File: config.mk
export PLATFORM = sky130hd
export DESIGN_NAME = adr_readout
export DESIGN_NICKNAME = d
export VERILOG_FILES = /design/src/core/adr_pkg.sv /design/src/core/adr_readout.sv
export SDC_FILE = /design/constraint.sdc
export NUM_CORES = 1
export LEC_CHECK = 0
export CORE_ASPECT_RATIO = 1.2
export CORE_MARGIN = 2
export CORE_UTILIZATION = 50
export DETAILED_ROUTE_END_ITERATION = 7
export DONT_BUFFER_PORTS = 1
export RECOVER_POWER = 100
export SETUP_SLACK_MARGIN = 0.05
export SLEW_MARGIN = 30
export SYNTH_ARGS = -nofsm -noshare
export SYNTH_HDL_FRONTEND = slang
export SYNTH_SLANG_ARGS = --single-unit
File: constraint.sdc
create_clock -name CORE_CLK -period 10.1 [get_ports CORE_CLK]
set_clock_uncertainty 0.2 [all_clocks]
set_input_delay 2.02 -clock CORE_CLK [delete_from_list [all_inputs] [get_ports CORE_CLK]]
set_output_delay 2.02 -clock CORE_CLK [all_outputs]
set_load 0.01 [all_outputs]
File: src/core/adr_pkg.sv
// Shared constants and types for the absolute data readout block
package adr_pkg;
	// Core clock rate and time figures
	localparam int unsigned CLK_KHZ = 250000;
	localparam int unsigned CLR_HOLD_MS = 120;
	localparam int unsigned READY_DELAY_MS = 2000;
	localparam int unsigned CLR_HOLD_CYC = CLR_HOLD_MS * CLK_KHZ;
	localparam int unsigned READY_DELAY_CYC = READY_DELAY_MS * CLK_KHZ;
	// Record layout
	localparam int unsigned REC_LEN = 15;
	localparam logic [3:0] IDX_LAST = 4'hE;
	localparam logic [3:0] IDX_FIRST = 4'h0;
	localparam logic [7:0] BYTE_ZERO = 8'h00;
	localparam logic [3:0] RECOG_HIGH = 4'h8;
	localparam logic [3:0] AXIS_HOST = 4'h0;
	// Command codes of the host request
	localparam logic [3:0] CMD_ABS_READ = 4'hB;
	// Encoder status low byte bit positions
	localparam int unsigned STAT_BATT_ALARM = 0;
	localparam int unsigned STAT_MT_ERR = 1;
	localparam int unsigned STAT_OVF = 2;
	localparam int unsigned STAT_CNT_ERR = 3;
	localparam int unsigned STAT_FULL_ABS = 4;
	localparam int unsigned STAT_SUMMARY = 5;

	typedef enum logic [1:0] {
		ADR_TOPO_232 = 2'h0,
		ADR_TOPO_MIX = 2'h1,
		ADR_TOPO_485 = 2'h2
	} adr_topo_t;

	typedef struct packed {
		logic [23:0] single_turn;
		logic [15:0] multi_turn;
		logic [7:0] stat_l;
		logic [7:0] stat_h;
	} adr_rec_t;

	typedef struct packed {
		logic port_485;
		logic [3:0] axis;
		logic [3:0] cmd;
	} adr_req_t;
endpackage : adr_pkg

File: src/core/adr_readout.sv
// Absolute record builder, axis addressing, battery alarm clear and byte FIFO
// Operation
// - Report absolute position as single-turn angle plus multi-turn count.
// - Multi-turn count holds whole revolutions since the last encoder clear.
// - Both values travel in a 15-byte binary record on either port.
// - Each low status flag reads 1 on its error, 0 otherwise.
// - Summary error set on battery, multi-turn, overflow, counter or full-abs error.
// - Alarm clear input held to common return over 120 ms clears battery alarm.
// - Console alarm clear function also clears the battery alarm.
// - Up to sixteen drivers share one host, each by its own axis id.
// - Serve parameter, alarm, monitor, absolute read and save/load requests.
// - Two ports, three topologies: RS232, RS232 relayed to RS485, RS485.
// - Single RS232 link accepts any axis id from 0 to F.
// - Record valid only when low byte of its 15-byte sum is zero.
// - RS485 recognition byte is axis id in low bits with bit7 set.
// - Servo-ready rises 2 s after power-on; capture only while ready.
`timescale 1ns/1ps

////////////////////////////////////////////////////////////////////////////////
module adr_fifo #(
	parameter int unsigned WIDTH = 8,
	parameter int unsigned DEPTH = 32
) (
	// Clock and reset
	input wire logic clk,
	input wire logic rst,
	// Fill side
	input wire logic in_valid,
	output logic in_ready,
	input wire logic [WIDTH-1:0] in_data,
	// Drain side
	output logic out_valid,
	input wire logic out_ready,
	output logic [WIDTH-1:0] out_data
);
	localparam int unsigned AW = $clog2(DEPTH);
	logic [WIDTH-1:0] mem [DEPTH];
	logic [AW-1:0] wr_ptr;
	logic [AW-1:0] rd_ptr;
	logic [AW:0] count;
	logic push;
	logic pop;

	assign in_ready = count != (AW+1)'(DEPTH);
	assign out_valid = count != '0;
	assign out_data = mem[rd_ptr];
	assign push = in_valid && in_ready;
	assign pop = out_valid && out_ready;

	always_ff @(posedge clk) begin
		if (push) begin
			mem[wr_ptr] <= in_data;
		end
	end

	always_ff @(posedge clk) begin
		if (rst) begin
			wr_ptr <= '0;
			rd_ptr <= '0;
			count <= '0;
		end else begin
			if (push) begin
				wr_ptr <= (wr_ptr == AW'(DEPTH - 1)) ? '0 : wr_ptr + 1'b1;
			end
			if (pop) begin
				rd_ptr <= (rd_ptr == AW'(DEPTH - 1)) ? '0 : rd_ptr + 1'b1;
			end
			count <= count + (AW+1)'(push) - (AW+1)'(pop);
		end
	end
endmodule : adr_fifo

////////////////////////////////////////////////////////////////////////////////
module adr_readout import adr_pkg::*; #(
	parameter int unsigned CLR_HOLD = CLR_HOLD_CYC,
	parameter int unsigned READY_DELAY = READY_DELAY_CYC,
	parameter int unsigned FIFO_DEPTH = 32
) (
	// Clock and reset
	input wire logic CORE_CLK,
	input wire logic RST,
	// Encoder side
	input wire logic [23:0] SINGLE_TURN,
	input wire logic REV_UP,
	input wire logic REV_DOWN,
	input wire logic ENC_CLEAR,
	input wire logic BATT_LOW,
	input wire logic MT_ERR,
	input wire logic CNT_OVF,
	input wire logic CNT_ERR,
	input wire logic FULL_ABS,
	input wire logic [7:0] STAT_HIGH,
	// Axis setup and motor state
	input wire logic [3:0] AXIS_ID_SWITCH,
	input wire logic [1:0] TOPOLOGY,
	input wire logic SERVO_OFF,
	input wire logic BRAKE_HELD,
	// Alarm clear sources
	input wire logic ALARM_CLEAR_INPUT_N,
	input wire logic CONSOLE_ALARM_CLEAR,
	// Host request
	input wire logic REQ_VALID,
	input wire adr_req_t REQ,
	// Other host commands handed to the command handler
	output logic OTHER_CMD_VALID,
	output logic [3:0] OTHER_CMD,
	// Status
	output logic SERVO_READY,
	output logic BATT_ALARM,
	output logic [7:0] MODULE_RECOG,
	output logic REC_BUSY,
	// Record byte stream
	output logic TX_VALID,
	input wire logic TX_READY,
	output logic [7:0] TX_DATA
);
	typedef enum logic [1:0] {
		S_IDLE = 2'b01,
		S_SEND = 2'b10
	} adr_state_t;

	adr_state_t state;
	logic [3:0] axis_id;
	logic id_caught;
	logic [28:0] ready_cnt;
	logic [24:0] hold_cnt;
	logic hold_clear;
	logic [15:0] multi_turn;
	logic [7:0] stat_l;
	adr_rec_t snap;
	logic [3:0] idx;
	logic [7:0] sum;
	logic [7:0] push_data;
	logic push_ready;
	logic push;
	logic addr_ok;
	logic accept;

	function automatic logic [7:0] rec_byte(adr_rec_t r, logic [3:0] id, logic [3:0] i);
		case (i)
			4'h0: rec_byte = {4'h0, id};
			4'h1: rec_byte = r.single_turn[7:0];
			4'h2: rec_byte = r.single_turn[15:8];
			4'h3: rec_byte = r.single_turn[23:16];
			4'h4: rec_byte = r.multi_turn[7:0];
			4'h5: rec_byte = r.multi_turn[15:8];
			4'h6: rec_byte = r.stat_l;
			4'h7: rec_byte = r.stat_h;
			default: rec_byte = BYTE_ZERO;
		endcase
	endfunction : rec_byte

	// Axis id is taken once after power-on, like a strap
	always_ff @(posedge CORE_CLK) begin
		if (RST) begin
			id_caught <= 1'b0;
			axis_id <= 4'h0;
		end else if (!id_caught) begin
			id_caught <= 1'b1;
			axis_id <= AXIS_ID_SWITCH;
		end
	end

	assign MODULE_RECOG = {RECOG_HIGH, axis_id};

	always_ff @(posedge CORE_CLK) begin
		if (RST) begin
			ready_cnt <= '0;
			SERVO_READY <= 1'b0;
		end else if (ready_cnt == 29'(READY_DELAY - 1)) begin
			SERVO_READY <= 1'b1;
		end else begin
			ready_cnt <= ready_cnt + 1'b1;
		end
	end

	// Revolution counter wraps; host applies the signed view
	always_ff @(posedge CORE_CLK) begin
		if (RST || ENC_CLEAR) begin
			multi_turn <= 16'h0000;
		end else if (REV_UP && !REV_DOWN) begin
			multi_turn <= multi_turn + 16'h0001;
		end else if (REV_DOWN && !REV_UP) begin
			multi_turn <= multi_turn - 16'h0001;
		end
	end

	// Clear fires once per hold, so a stuck input cannot mask new alarms
	always_ff @(posedge CORE_CLK) begin
		if (RST || ALARM_CLEAR_INPUT_N) begin
			hold_cnt <= '0;
		end else if (hold_cnt != 25'(CLR_HOLD + 1)) begin
			hold_cnt <= hold_cnt + 1'b1;
		end
	end

	assign hold_clear = hold_cnt == 25'(CLR_HOLD);

	// Set wins over either clear
	always_ff @(posedge CORE_CLK) begin
		if (RST) begin
			BATT_ALARM <= 1'b0;
		end else if (BATT_LOW) begin
			BATT_ALARM <= 1'b1;
		end else if (hold_clear || CONSOLE_ALARM_CLEAR) begin
			BATT_ALARM <= 1'b0;
		end
	end

	always_comb begin
		stat_l = 8'h00;
		stat_l[STAT_BATT_ALARM] = BATT_ALARM;
		stat_l[STAT_MT_ERR] = MT_ERR;
		stat_l[STAT_OVF] = CNT_OVF;
		stat_l[STAT_CNT_ERR] = CNT_ERR;
		stat_l[STAT_FULL_ABS] = FULL_ABS;
		stat_l[STAT_SUMMARY] = BATT_ALARM | MT_ERR | CNT_OVF | CNT_ERR | FULL_ABS;
	end

	// Id 0 belongs to the host side on RS485, so it never answers there
	always_comb begin
		if (REQ.port_485) begin
			addr_ok = (TOPOLOGY != ADR_TOPO_232) && (axis_id != AXIS_HOST)
				&& (REQ.axis == axis_id);
		end else if (TOPOLOGY == ADR_TOPO_485) begin
			addr_ok = 1'b0;
		end else begin
			addr_ok = REQ.axis == axis_id;
		end
	end

	assign accept = REQ_VALID && addr_ok && (state == S_IDLE);

	always_ff @(posedge CORE_CLK) begin
		if (RST) begin
			OTHER_CMD_VALID <= 1'b0;
			OTHER_CMD <= 4'h0;
		end else begin
			OTHER_CMD_VALID <= accept && (REQ.cmd != CMD_ABS_READ);
			OTHER_CMD <= REQ.cmd;
		end
	end

	assign push_data = (idx == IDX_LAST) ? 8'(~sum + 8'h01) : rec_byte(snap, axis_id, idx);
	assign push = (state == S_SEND) && push_ready;
	assign REC_BUSY = state == S_SEND;

	// Capture only while ready and parked, as the record must be stable
	always_ff @(posedge CORE_CLK) begin
		if (RST) begin
			state <= S_IDLE;
			snap <= '0;
			idx <= IDX_FIRST;
			sum <= 8'h00;
		end else begin
			case (state)
				S_IDLE: begin
					if (accept && REQ.cmd == CMD_ABS_READ && SERVO_READY && SERVO_OFF
						&& BRAKE_HELD) begin
						snap <= '{single_turn: SINGLE_TURN, multi_turn: multi_turn,
							stat_l: stat_l, stat_h: STAT_HIGH};
						idx <= IDX_FIRST;
						sum <= 8'h00;
						state <= S_SEND;
					end
				end
				S_SEND: begin
					if (push) begin
						sum <= sum + push_data;
						idx <= idx + 4'h1;
						if (idx == IDX_LAST) begin
							state <= S_IDLE;
						end
					end
				end
				default: state <= S_IDLE;
			endcase
		end
	end

	adr_fifo #(.WIDTH(8), .DEPTH(FIFO_DEPTH)) u_fifo (
		.clk(CORE_CLK),
		.rst(RST),
		.in_valid(push),
		.in_ready(push_ready),
		.in_data(push_data),
		.out_valid(TX_VALID),
		.out_ready(TX_READY),
		.out_data(TX_DATA)
	);
endmodule : adr_readout

# Yosys cells after proc, flatten, opt, wreduce, memory -nomap -nowiden

Memories as Yosys holds them, arrays and structs flattened. A register that Yosys moved wholly into a read port is not among the register bits.
Cells that the tools add are included.

$add $sub $neg: 11
Equality and inequality tests: 23
Muxes and demuxes: 25
Bitwise gates (word level): 5
Reductions and logical operators: 29

Operators with widths:

| operator              | number |
|---|---|
| $pmux 8 s8            | 1 |
| $mux 16               | 2 |
| $add 29x1->29 const B | 1 |
| $eq 29x29->1 const B  | 1 |
| $add 25x1->25 const B | 1 |
| $eq 25x25->1 const B  | 1 |
| $ne 25x25->1 const B  | 1 |
| $mux 8                | 3 |
| $mux 5                | 4 |
| $add 16x1->16 const B | 1 |
| $eq 4x3->1 const B    | 4 |
| $pmux 8 s2            | 1 |
| $sub 16x1->16 const B | 1 |
| $logic_and 1x1->1     | 14 |
| $add 5x1->5 const B   | 2 |
| $eq 5x5->1 const B    | 2 |
| $add 8x1->8 const B   | 1 |
| $add 8x8->8           | 1 |
| $eq 4x2->1 const B    | 2 |
| $eq 4x4->1 const B    | 2 |
| $mux 4                | 2 |
| $not 8->8             | 1 |
| $pmux 4 s2            | 1 |
| $reduce_bool 2->1     | 4 |
| 21 further kinds      | 39 |

Register bits after elaboration: 166
RAM bits: 256
Bits of input ports: 63
Output and inout port bits: 25
Logic and storage cells: 113
Memories: 1

Memories:

| name       | words | bits a word | rd ports | clocked after Yosys merged registers in | wr ports | RTL line          | source |
|---|---|---|---|---|---|---|---|
| u_fifo.mem | 32    | 8           | 1        | 1                                       | 1        | adr_readout.sv:37 | `logic [WIDTH-1:0] mem [DEPTH];` |

# Longest topological paths before layout

Gate-level depths: netlist of the first run.

Depth in word-level cells: 12
Gate-level depth with buffers: 18
Gate-level depth less buffers: 17

# By module

A second synthesis of the first run with hierarchy kept.

Cells, all modules: 1572
Area, all modules: 18723.0 um^2

By module, submodules not included:

| module      | instances | cells each | area an instance (um^2) | sequential area each (um^2) |
|---|---|---|---|---|
| adr_fifo    | 1         | 624        | 11085.6                 | 8107.8 |
| adr_readout | 1         | 948        | 7637.3                  | 3002.9 |

# Least setup slack after synthesis of the first run

No wires, ideal clock.

Kind: reg-to-reg
Start: register idx[0]
End: register sum[7]
Library setup time: 0.074 ns
Arrival time: 4.312 ns
Required time: 9.826 ns
Setup slack: 5.513 ns
Stages on the path, launching flop included: 16
Buffers on the path: 1
Clock period less this slack: 4.587 ns
Path through: dfxtp_1 -> inv_1 -> ha_1 -> clkbuf_1 -> a22oi_1 -> nand2_1 -> a21oi_1 -> o21ai_0 -> ha_1 -> a21o_1 -> a21oi_1 -> o22ai_1 -> o41ai_1 -> xor2_1 -> or3_1 -> a31oi_1

Cells in the longest elaborated chain, start to end: 6
Elaborated cells between the ends (all ways): 14
Those cells by class: 1 x add/sub; 8 x eq/ne; 4 x mux; 1 x reduce/logical

RTL lines:

| what                                     | RTL line           | source |
|---|---|---|
| start, declared                          | adr_readout.sv:131 | `logic [3:0] idx;` |
| start signal, assigned                   | adr_readout.sv:270 | `idx <= idx + 4'h1;` |
| $eq 4x3->1, or another cell as far along | adr_readout.sv:140 | `case (i)` |
| $pmux 8 s8                               | adr_readout.sv:140 |  |
| $mux 8 *                                 | adr_readout.sv:244 | `assign push_data = (idx == IDX_LAST) ? 8'(~sum + 8'h01) : rec_byte(snap, axis_id, idx);` |
| net push_data[1]                         | adr_readout.sv:133 | `logic [7:0] push_data;` |
| $add 8x8->8 *                            | adr_readout.sv:269 | `sum <= sum + push_data;` |
| $mux 8 *                                 | adr_readout.sv:268 | `if (push) begin` |
| $pmux 8 s2 *                             | adr_readout.sv:256 | `case (state)` |
| end signal, assigned                     | adr_readout.sv:269 |  |
| end, declared                            | adr_readout.sv:132 | `logic [7:0] sum;` |

The timed path passes the listed nets; every way through them passes the cells marked *. The select of a mux whose other input is x is not followed.
A chain may end at the register's enable or synchronous reset.

==> results.py, run 1 <==
metrics = {
    "layout": {
        "most-common-layout-cells": "edfxtp_1, nand2_1, dfxtp_1",
        "final_common_cell": "edfxtp_1",
        "area_growth_pct": 10.2,
        "n_antenna_cell": 0,
        "nets": 1535,
        "drive_above_1_share": 0.117,
    },
    "power": {
        "swShare": 0.226,
        "switchingPower_uw": 893,
        "p_per_area_mw_per_mm2": 196,
        "power.share.sequential": 0.479,
        "power_frac_comb": 0.100,
        "total_leakage_power_uw": 0.00633,
        "p_int_uw": 3050,
        "totalPowerFinal_uw": 3950,
        "clkPwrFrac": 0.421,
        "ir_drop_mv": 0.131,
    },
    "place": {
        "numPortBuffers": 0,
        "pre_cts_ws_ns": 4.91,
        "gp_congestion": 0.775,
        "dpl.hpwl_microns": 23700,
    },
    "sta": {
        "setup_tns_ns": 0,
        "hold_viol_final": 0,
        "tightestPinTransition_ns": 2.40,
        "finalMaxSlewViolations": 155,
        "finalWorstSetupSlack_ns": 4.03,
        "max_slew_margin": -0.598,
        "fin_crit_sh": 0.601,
        "period_needed_ns": 6.07,
        "fmax_mhz": 165,
        "rsz0062_at_grt": "false",
        "finalSetupViolCount": 0,
    },
    "global_route": {
        "grt_max_degree": 127,
        "antenna_found_initial": 0,
        "grt_pass1_wl_microns": 61400,
        "gr-total-overflow": 0,
        "track_usage": 0.211,
        "grt_pass1_vias": 11100,
    },
    "logic_synthesis": {
        "synth_seq_area_share": 0.609,
        "synthesis.instances": 1438,
        "synth-seq-cells": 427,
        "synthTopCellsByArea": "edfxtp_1, dfxtp_1, mux4_2, nand2_1, ha_1",
        "synth_ff_type": "edfxtp_1",
        "avgSynthCellArea_sq_um": 12.7,
        "ys_async_sr_fraction": 0,
        "synth_edf_count": 256,
        "yosysTopAreaCell": "edfxtp_1",
        "netlist_area_sq_mm": 0.0182,
        "synth_warnings": 0,
        "synth_cell_types": 64,
        "synth_top_area_share": 0.421,
    },
    "setup_path": {
        "r2r_setup_slack_ns": 4.95,
        "worst-path-max-fanout": 48,
        "worstRegToRegCells": 15,
        "worstPathArrival_ns": 3.85,
        "cp.required_ns": 7.88,
        "regToRegEndpoint": "sum[6]",
        "critPathCaptureType": "output port",
        "crit_path_start_kind": "flop",
        "crit_type": "flop to output port",
        "worstReg2RegStart": "idx[0]",
    },
    "floorplan": {
        "fp-row-count": 76,
        "fp.dieW_microns": 178,
        "die_h_microns": 213,
        "die-area_sq_mm": 0.0380,
        "fp.coreArea_sq_mm": 0.0359,
        "initial_core_util": 0.508,
        "ioPinCount": 88,
    },
    "clock_network": {
        "cts_made_buffers": 45,
        "clkTransAtPathRegs_ns": 0.06,
        "clk_latency_ns": 0.54,
        "cts_hold_buffers": 0,
        "post_cts_buffers": 0,
        "tritoncts": "yes",
        "clock_path_buffers": 3,
        "cts_root_buf": "clkbuf_16",
        "cts.sinks": 427,
        "htree_num_levels": 2,
        "cts_resized": 0,
    },
    "drt": {
        "avgRoutedWirePerCell_microns": 20.2,
        "ant_nets": 0,
        "via_count": 11000,
        "drc": 0,
        "totalWireLength_microns": 39000,
        "drtPass1Iterations": 6,
        "drtIter0Drc": 822,
        "routed_via_density": 5.70,
    },
    "hold_path": {
        "min_to": "snap[42]",
        "worstHoldPathCells": 2,
        "hp-start": "snap[42]",
        "worstHoldPathType": "flop to flop",
    },
    "run": {
        "drv_cap": 4,
    },
    "status": {
        "status": "finished, violations left",
        "violations": "max-capacitance violations, max-slew violations",
    },
}
-- how the worst max path moves through the flow --
stage                 from         end  slack, ns  cells after the start
floorplan           idx[0]      sum[7]       5.51                     15
global placement      flop  TX_DATA[3]       4.98                      4
detailed placement    flop  TX_DATA[1]       4.91                      4
CTS                   flop  TX_DATA[1]       4.33                      4
global route          flop  TX_DATA[1]       3.72                      4
finish                flop  TX_DATA[1]       4.03                      4
-- state kept, by name (all words and copies together) (netlist names), named ones only --
register	flops
state	2
multi_turn	16
SERVO_READY	1
u_fifo.mem	256
idx	4
sum	8
u_fifo.count	6
OTHER_CMD	4
u_fifo.rd_ptr	5
u_fifo.wr_ptr	5
axis_id	4
ready_cnt	29
hold_cnt	25
BATT_ALARM	1
OTHER_CMD_VALID	1
id_caught	1
snap	54
-- per-stage QoR --
stage | util | hold WS, ns | std cells | cell area [sq um]
2_1_floorplan | - | 0.231 | 1440 | 18300
3_3_place_gp | 0.519 | 0.235 | 1843 | 18600
3_5_place_dp | 0.520 | 0.241 | 1843 | 18700
4_1_cts | 0.562 | 0.248 | 1927 | 20200
5_1_grt | 0.559 | 0.270 | 1927 | 20100
6_report | 0.559 | 0.252 | 1927 | 20100
-- cells by family (layout without fill, tap and decap cells) --
| logic type | count (synthesis) | in the layout | synth area share |
|---|---|---|---|
| other | 2 | 4 | 0.000412 |
| adders and majority gates | 50 | 50 | 0.0355 |
| AOI/OAI and AO/OA | 188 | 188 | 0.0616 |
| and+or+nand+nor | 486 | 486 | 0.122 |
| DFF | 427 | 427 | 0.609 |
| muxes | 98 | 98 | 0.109 |
| xor gates and xnor gates | 76 | 76 | 0.0365 |
| buffers and inverters | 111 | 130 | 0.0254 |
-- cell usage after synthesis, types with 5 or more instances --
cell type  instances
a22oi_1           11
nor4_1             8
nor2_1           154
a31oi_1            9
edfxtp_1         256
nor4b_1            5
xor2_1            41
a21oi_1          103
nand4_1           10
a21o_1             5
dfxtp_1          171
mux2_2            10
mux4_2            80
buf_1              6
mux2i_1            8
nor2b_1           11
and3_1            15
buf_2             20
a222oi_1          10
nand2_1          180
o22ai_1            6
nor3_1            20
and4_1             7
or3_1             10
ha_1              47
inv_1             34
nand3_1           27
or4_1              5
xnor2_1           35
nand3b_1           8
o21ai_0           20
clkbuf_1          45
-- power by group through the flow --
stage          registers, uW  logic [uW]  clock network (uW)
6_report                1890         396                1660
5_1_grt                 1900         445                1760
4_1_cts                 1890         405                1700
2_1_floorplan           1910         350                   0
3_3_place_gp            1930         393                   0
3_5_place_dp            1930         402                   0
-- worst max-delay path, stage by stage (launching register included) --
cell and delay (ns):
dfxtp_1 1.09, buf_6 0.64, mux4_2 0.58, mux4_2 0.53
mux2_1 0.42
-- layer usage --
| layer | vias to the layer above | global-route usage | wire [microns] | share of wire |
|---|---|---|---|---|
| li1 | 5236 | - | - | - |
| met1 | 5435 | 0.277 | 16500 | 0.42 |
| met2 | 274 | 0.362 | 19600 | 0.50 |
| met3 | 46 | 0.0365 | 2190 | 0.056 |
| met4 | 0 | 0.0521 | 643 | 0.017 |
| met5 | - | 0 | 0 | 0 |
-- final cells by class --
class / instances / area [sq um]
tap: 468 / 586
sequential: 427 / 11100
multi-input combinational: 902 / 6710
timing repair buffer: 11 / 52.6
clock inverter: 22 / 189
clock buffer: 62 / 1330
inverter: 35 / 131
fill: 2980 / 15800
Note: power is estimated with default switching activity, not from simulation.
==> run 2, diff against run 1 <==
==> constraint.sdc (replaced) <==
create_clock -name CORE_CLK -period 5.6 [get_ports CORE_CLK]
set_clock_uncertainty 0.2 [all_clocks]
set_input_delay 1.12 -clock CORE_CLK [delete_from_list [all_inputs] [get_ports CORE_CLK]]
set_output_delay 1.12 -clock CORE_CLK [all_outputs]
set_load 0.01 [all_outputs]
==> run 2 against run 1 <==
The flow still finishes with violations (max-capacitance violations, max-slew violations). Core utilization about the same. Count of clock-buffer cells in the layout fell by 5. Die area is the same. Final area is essentially flat. Flip-flop and latch count unchanged. Cell count decreased by 0.10%. Non-clock buffer count rose by 4. Hold slack got worse by 0.0012 ns. Combinational power grew 82%. Global-route usage decreased by 0.40 points. Routed wire length is 2.9% lower. Largest power group unchanged.
==> results.py, run 2 (same netlist as run 1, synthesis figures left out) <==
metrics = {
    "power": {
        "p_per_area_mw_per_mm2": 354,
        "power_frac_comb": 0.101,
        "power.share.sequential": 0.482,
        "p_int_uw": 5510,
        "switchingPower_uw": 1600,
        "total_leakage_power_uw": 0.00632,
        "ir_drop_mv": 0.250,
        "swShare": 0.226,
        "clkPwrFrac": 0.417,
    },
    "hold_path": {
        "worstHoldPathType": "flop to flop",
        "worstHoldPathCells": 2,
        "min_to": "snap[12]",
        "hp-start": "snap[12]",
    },
    "clock_network": {
        "cts_hold_buffers": 0,
        "cts_resized": 0,
        "clk_latency_ns": 0.55,
        "clkTransAtPathRegs_ns": 0.06,
        "tritoncts": "yes",
        "post_cts_buffers": 0,
        "cts_root_buf": "clkbuf_16",
        "htree_num_levels": 2,
        "clock_path_buffers": 3,
        "cts_made_buffers": 43,
        "cts.sinks": 427,
    },
    "global_route": {
        "grt_pass1_wl_microns": 60300,
        "antenna_found_initial": 0,
        "grt_max_degree": 127,
        "grt_pass1_vias": 11000,
        "track_usage": 0.207,
        "gr-total-overflow": 0,
    },
    "place": {
        "dpl.hpwl_microns": 24200,
        "numPortBuffers": 0,
        "gp_congestion": 0.740,
    },
    "layout": {
        "multi_input_area_sq_mm": 0.00671,
        "seq_area_sq_mm": 0.0111,
        "most-common-layout-cells": "edfxtp_1, nand2_1, dfxtp_1",
        "n_antenna_cell": 0,
        "final_common_cell": "edfxtp_1",
        "drive_above_1_share": 0.121,
        "regMostFlops": "u_fifo.mem",
        "fillCellCount": 3055,
        "nets": 1537,
        "reg_top3": "u_fifo.mem: 256 flops, snap: 54 flops, ready_cnt: 29 flops",
        "largest_reg_flops": 256,
        "area_growth_pct": 10.1,
    },
    "sta": {
        "fin_crit_sh": 0.866,
        "hold_viol_final": 0,
        "hold_slack_ns": 0.251,
        "max_slew_margin": -0.820,
        "rsz0062_at_grt": "false",
        "finalMaxSlewViolations": 150,
        "period_needed_ns": 4.85,
        "finalSetupViolCount": 0,
        "setup_tns_ns": 0,
        "fmax_mhz": 206,
        "tightestPinTransition_ns": 2.73,
    },
    "drt": {
        "totalWireLength_microns": 37800,
        "routed_via_density": 5.67,
        "wl_met2_microns": 18700,
        "ant_nets": 0,
        "drtIter0Drc": 774,
        "highest_layer": "met4",
        "via_count": 10900,
        "drc": 0,
        "avgRoutedWirePerCell_microns": 19.6,
        "wl_met1_microns": 16500,
        "drtPass1Iterations": 5,
        "met3_length_microns": 1900,
    },
    "setup_path": {
        "crit_type": "flop to output port",
        "cp.required_ns": 4.28,
        "worst-path-max-fanout": 32,
        "cpMostUsedCell": "mux4_2",
        "max_stage_delay_ns": 1.11,
        "worstPathArrival_ns": 3.53,
        "crit_path_start_kind": "flop",
        "critPathCaptureType": "output port",
        "worst-path-buf-inv": 1,
        "regToRegEndpoint": "sum[7]",
        "r2r_setup_slack_ns": 0.97,
        "crit_slowest_cell": "dfxtp_2",
        "worstRegToRegCells": 12,
        "worstReg2RegStart": "idx[0]",
        "path_cells": "buf_4, mux4_2, mux4_2, mux2_1",
        "critPathTopFamily": "multiplexers",
    },
    "floorplan": {
        "initial_core_util": 0.508,
        "die_h_microns": 213,
        "die-area_sq_mm": 0.0380,
        "ioPinCount": 88,
        "fp.dieW_microns": 178,
        "fp-row-count": 76,
        "fp.coreArea_sq_mm": 0.0359,
    },
    "run": {
        "drv_cap": 4,
    },
    "status": {
        "status": "finished, violations left",
        "violations": "max-capacitance violations, max-slew violations",
    },
}
run 2: cell types whose count changed in the layout (fill, tap and decap cells not counted), moves of 2 or more:
cell	delta
buf_4	+10
clkbuf_16	-5
clkinv_1	-5
bufinv_16	+4
clkbuf_8	-4
mux2_1	-4
mux2_2	+4
clkinv_2	-2
run 2: how the worst max path moves through the flow:
stage,start,cells past startpoint,endpoint
floorplan,idx[0],15,sum[7]
CTS,flop,4,TX_DATA[7]
detailed placement,idx[0],15,sum[7]
global route,flop,4,TX_DATA[6]
finish,flop,4,TX_DATA[6]
global placement,flop,4,TX_DATA[4]
run 2: through the flow:
step	area, sq um	util	instances	setup WS, ns	total power [uW]
after floorplan	18300	-	1440	1.01	4080
final	20100	0.559	1925	0.752	7110
after detailed placement	18700	0.520	1847	1.60	4230
after global routing	20100	0.559	1925	0.482	7400
after global placement	18700	0.520	1847	1.66	4220
after CTS	20100	0.560	1925	1.03	7200
run 2: cell type report:
cell class                      count  area share
Sequential cell                   427       0.553
Multi-Input combinational cell    902       0.334
Clock buffer                       57      0.0577
Tap cell                          468      0.0291
Clock inverter                     21      0.0151
Inverter                           35     0.00654
Timing Repair Buffer               15     0.00486
run 2: metal layers:
metal / up-vias / GRT usage
met4: 0 / 0.0538
met1: 5384 / 0.276
met5: - / 0
met2: 241 / 0.350
li1: 5235 / -
met3: 47 / 0.0360
run 2: worst register-to-register path, cell delays in order (launching register included):
cell,delay [ns]
dfxtp_1,0.42
ha_1,0.63
a222oi_1,0.28
mux2_2,0.34
o22ai_2,0.11
clkbuf_1,1.25
ha_1,0.47
nor2_1,0.10
nor2_1,0.05
o41ai_1,0.07
xor2_1,0.13
or3_1,0.37
a31oi_1,0.13
run 2: power groups by stage:
stage               Combinational, uW  Sequential (uW)  Clock [uW]
floorplan                         632             3450           0
global placement                  722             3500           0
detailed placement                731             3500           0
CTS                               735             3430        3040
global route                      804             3440        3160
finish                            720             3420        2970
==> run 3, diff against run 2 <==
--- a/config.mk
+++ b/config.mk
@@ -7,7 +7,7 @@
 export LEC_CHECK = 0
 export CORE_ASPECT_RATIO = 1.2
 export CORE_MARGIN = 2
-export CORE_UTILIZATION = 50
+export CORE_UTILIZATION = 35
 export DETAILED_ROUTE_END_ITERATION = 7
 export DONT_BUFFER_PORTS = 1
 export RECOVER_POWER = 100
==> run 3 against run 2 <==
The flow still finishes with violations (max-capacitance violations, max-slew violations). Core utilization fell by 16 points. Flip-flop and latch count unchanged. Sequential share of layout area shrank 0.96 points. Routed wire length rose by 5.2%. Count of clock-buffer cells in the layout grew 8. Maximum frequency grew 4.0%. Sequential power rose by 1%. Power is 1.1% higher. Worst setup slack improved by 0.19 ns. Via count up 0.61%. Critical path type is now flop to flop. Largest power group unchanged. Highest routed layer unchanged.
==> results.py, run 3 (same netlist as run 1, synthesis figures left out) <==
metrics = {
    "setup_path": {
        "worstPathArrival_ns": 4.96,
        "critPathCaptureType": "flop",
        "crit_slowest_cell": "clkbuf_1",
        "cp.required_ns": 5.90,
        "max_stage_delay_ns": 1.18,
        "worst-path-max-fanout": 33,
        "crit_type": "flop to flop",
        "crit_path_start_kind": "flop",
        "regToRegEndpoint": "sum[7]",
        "worstReg2RegStart": "idx[0]",
        "cp-endpoint": "sum[7]",
        "worstRegToRegCells": 13,
        "r2r_setup_slack_ns": 0.94,
        "critPathLaunch": "idx[0]",
        "path_cells": "ha_1, a222oi_1, a31oi_1, nand2_1, o21ai_0, clkbuf_1, ha_1, nand2_1, o22ai_1, o41ai_1, xor2_1, or3_1, a31oi_1",
    },
    "sta": {
        "period_needed_ns": 4.66,
        "fin_crit_sh": 0.832,
        "max_slew_margin": -0.824,
        "tightestPinTransition_ns": 2.74,
        "finalMaxSlewViolations": 131,
        "fmax_mhz": 215,
        "hold_viol_final": 0,
        "hold_slack_ns": 0.247,
        "setup_tns_ns": 0,
        "finalSetupViolCount": 0,
        "rsz0062_at_grt": "false",
    },
    "status": {
        "status": "finished, violations left",
        "violations": "max-capacitance violations, max-slew violations",
    },
    "drt": {
        "drtPass1Iterations": 5,
        "avgRoutedWirePerCell_microns": 18.4,
        "totalWireLength_microns": 39800,
        "via_count": 11000,
        "drc": 0,
        "wl_met2_microns": 19700,
        "routed_via_density": 5.08,
        "drtIter0Drc": 802,
        "ant_nets": 0,
        "wl_met1_microns": 17200,
        "met3_length_microns": 2160,
        "highest_layer": "met4",
    },
    "global_route": {
        "antenna_found_initial": 0,
        "grt_pass1_vias": 11200,
        "gr-total-overflow": 0,
        "track_usage": 0.150,
        "grt_pass1_wl_microns": 62600,
        "grt_max_degree": 127,
    },
    "layout": {
        "regMostFlops": "u_fifo.mem",
        "area_growth_pct": 12.1,
        "n_antenna_cell": 0,
        "most-common-layout-cells": "edfxtp_1, nand2_1, dfxtp_1",
        "reg_top3": "u_fifo.mem: 256 flops, snap: 54 flops, ready_cnt: 29 flops",
        "nets": 1539,
        "largest_reg_flops": 256,
        "drive_above_1_share": 0.122,
        "final_common_cell": "edfxtp_1",
    },
    "run": {
        "drv_cap": 4,
    },
    "clock_network": {
        "cts_hold_buffers": 0,
        "htree_num_levels": 2,
        "post_cts_buffers": 0,
        "clk_latency_ns": 0.58,
        "cts_resized": 0,
        "cts.sinks": 427,
        "cts_root_buf": "clkbuf_16",
        "clkTransAtPathRegs_ns": 0.06,
        "clock_path_buffers": 3,
        "tritoncts": "yes",
        "cts_made_buffers": 46,
    },
    "power": {
        "clkPwrFrac": 0.421,
        "ir_drop_mv": 0.225,
        "switchingPower_uw": 1700,
        "power.share.sequential": 0.481,
        "swShare": 0.237,
        "p_int_uw": 5490,
        "p_per_area_mw_per_mm2": 351,
        "power_frac_comb": 0.098,
        "total_leakage_power_uw": 0.00634,
    },
    "place": {
        "gp_congestion": 0.801,
        "dpl.hpwl_microns": 25800,
        "numPortBuffers": 0,
    },
    "floorplan": {
        "initial_core_util": 0.355,
        "fp.coreArea_sq_mm": 0.0515,
        "ioPinCount": 88,
        "die-area_sq_mm": 0.0540,
        "fp-row-count": 91,
        "die_h_microns": 254,
        "fp.dieW_microns": 212,
    },
    "hold_path": {
        "worstHoldPathType": "flop to flop",
    },
}
-- run 3: changes by cell type in the layout (fill, tap and decap cells not counted), moves of 3 or more --
| cell | change |
|---|---|
| clkinvlp_4 | +3 |
| clkbuf_1 | +3 |
| bufinv_16 | -4 |
| clkinv_1 | -3 |
| clkbuf_8 | +6 |
| buf_4 | -6 |
| mux2_2 | -6 |
| mux2_1 | +6 |
-- run 3: power groups by stage --
stage               Clock (uW)  Sequential [uW]  Combinational, uW
floorplan                    0             3450                632
global placement             0             3530                704
detailed placement           0             3530                713
CTS                       3100             3460                717
global route              3220             3470                779
finish                    3030             3460                702
-- run 3: per-layer routing --
layer,GRT usage,vias up
li1,-,5257
met5,0,-
met4,0.0440,0
met2,0.259,229
met3,0.0351,59
met1,0.188,5428
-- run 3: layout make-up --
cell class / count / area (sq um)
Clock inverter: 20 / 229
Tap cell: 697 / 872
Inverter: 35 / 131
Timing Repair Buffer: 14 / 104
Clock buffer: 65 / 1290
Sequential cell: 427 / 11100
Multi-Input combinational cell: 902 / 6720
Fill cell: 4921 / 31000
-- run 3: worst max-delay path: cells and delay by family, from the launching register on --
family | cells | cell delay [ns]
compound gates | 6 | 1.10
xor+xnor | 1 | 0.13
fa+ha+maj | 2 | 1.09
buf+inv | 1 | 1.18
flops | 1 | 0.42
simple gates | 3 | 0.49
-- run 3: stage by stage --
stage	total power, uW	instance area, sq um	util	std cells	worst slack (ns)
floorplan	4080	18300	-	1440	1.01
global placement	4230	19000	0.369	2075	1.21
detailed placement	4240	19000	0.369	2075	1.31
CTS	7280	20500	0.399	2160	0.945
global route	7470	20500	0.398	2160	0.507
finish	7190	20500	0.398	2160	0.939
-- run 3: worst min-delay path by stage --
stage | slack [ns] | end | cells past startpoint | from
floorplan | 0.23 | snap[32] | 2 | snap[32]
global placement | 0.24 | snap[31] | 2 | snap[31]
detailed placement | 0.24 | snap[26] | 2 | snap[26]
CTS | 0.25 | snap[30] | 2 | snap[30]
global route | 0.27 | snap[26] | 2 | snap[26]
finish | 0.25 | snap[29] | 2 | snap[29]
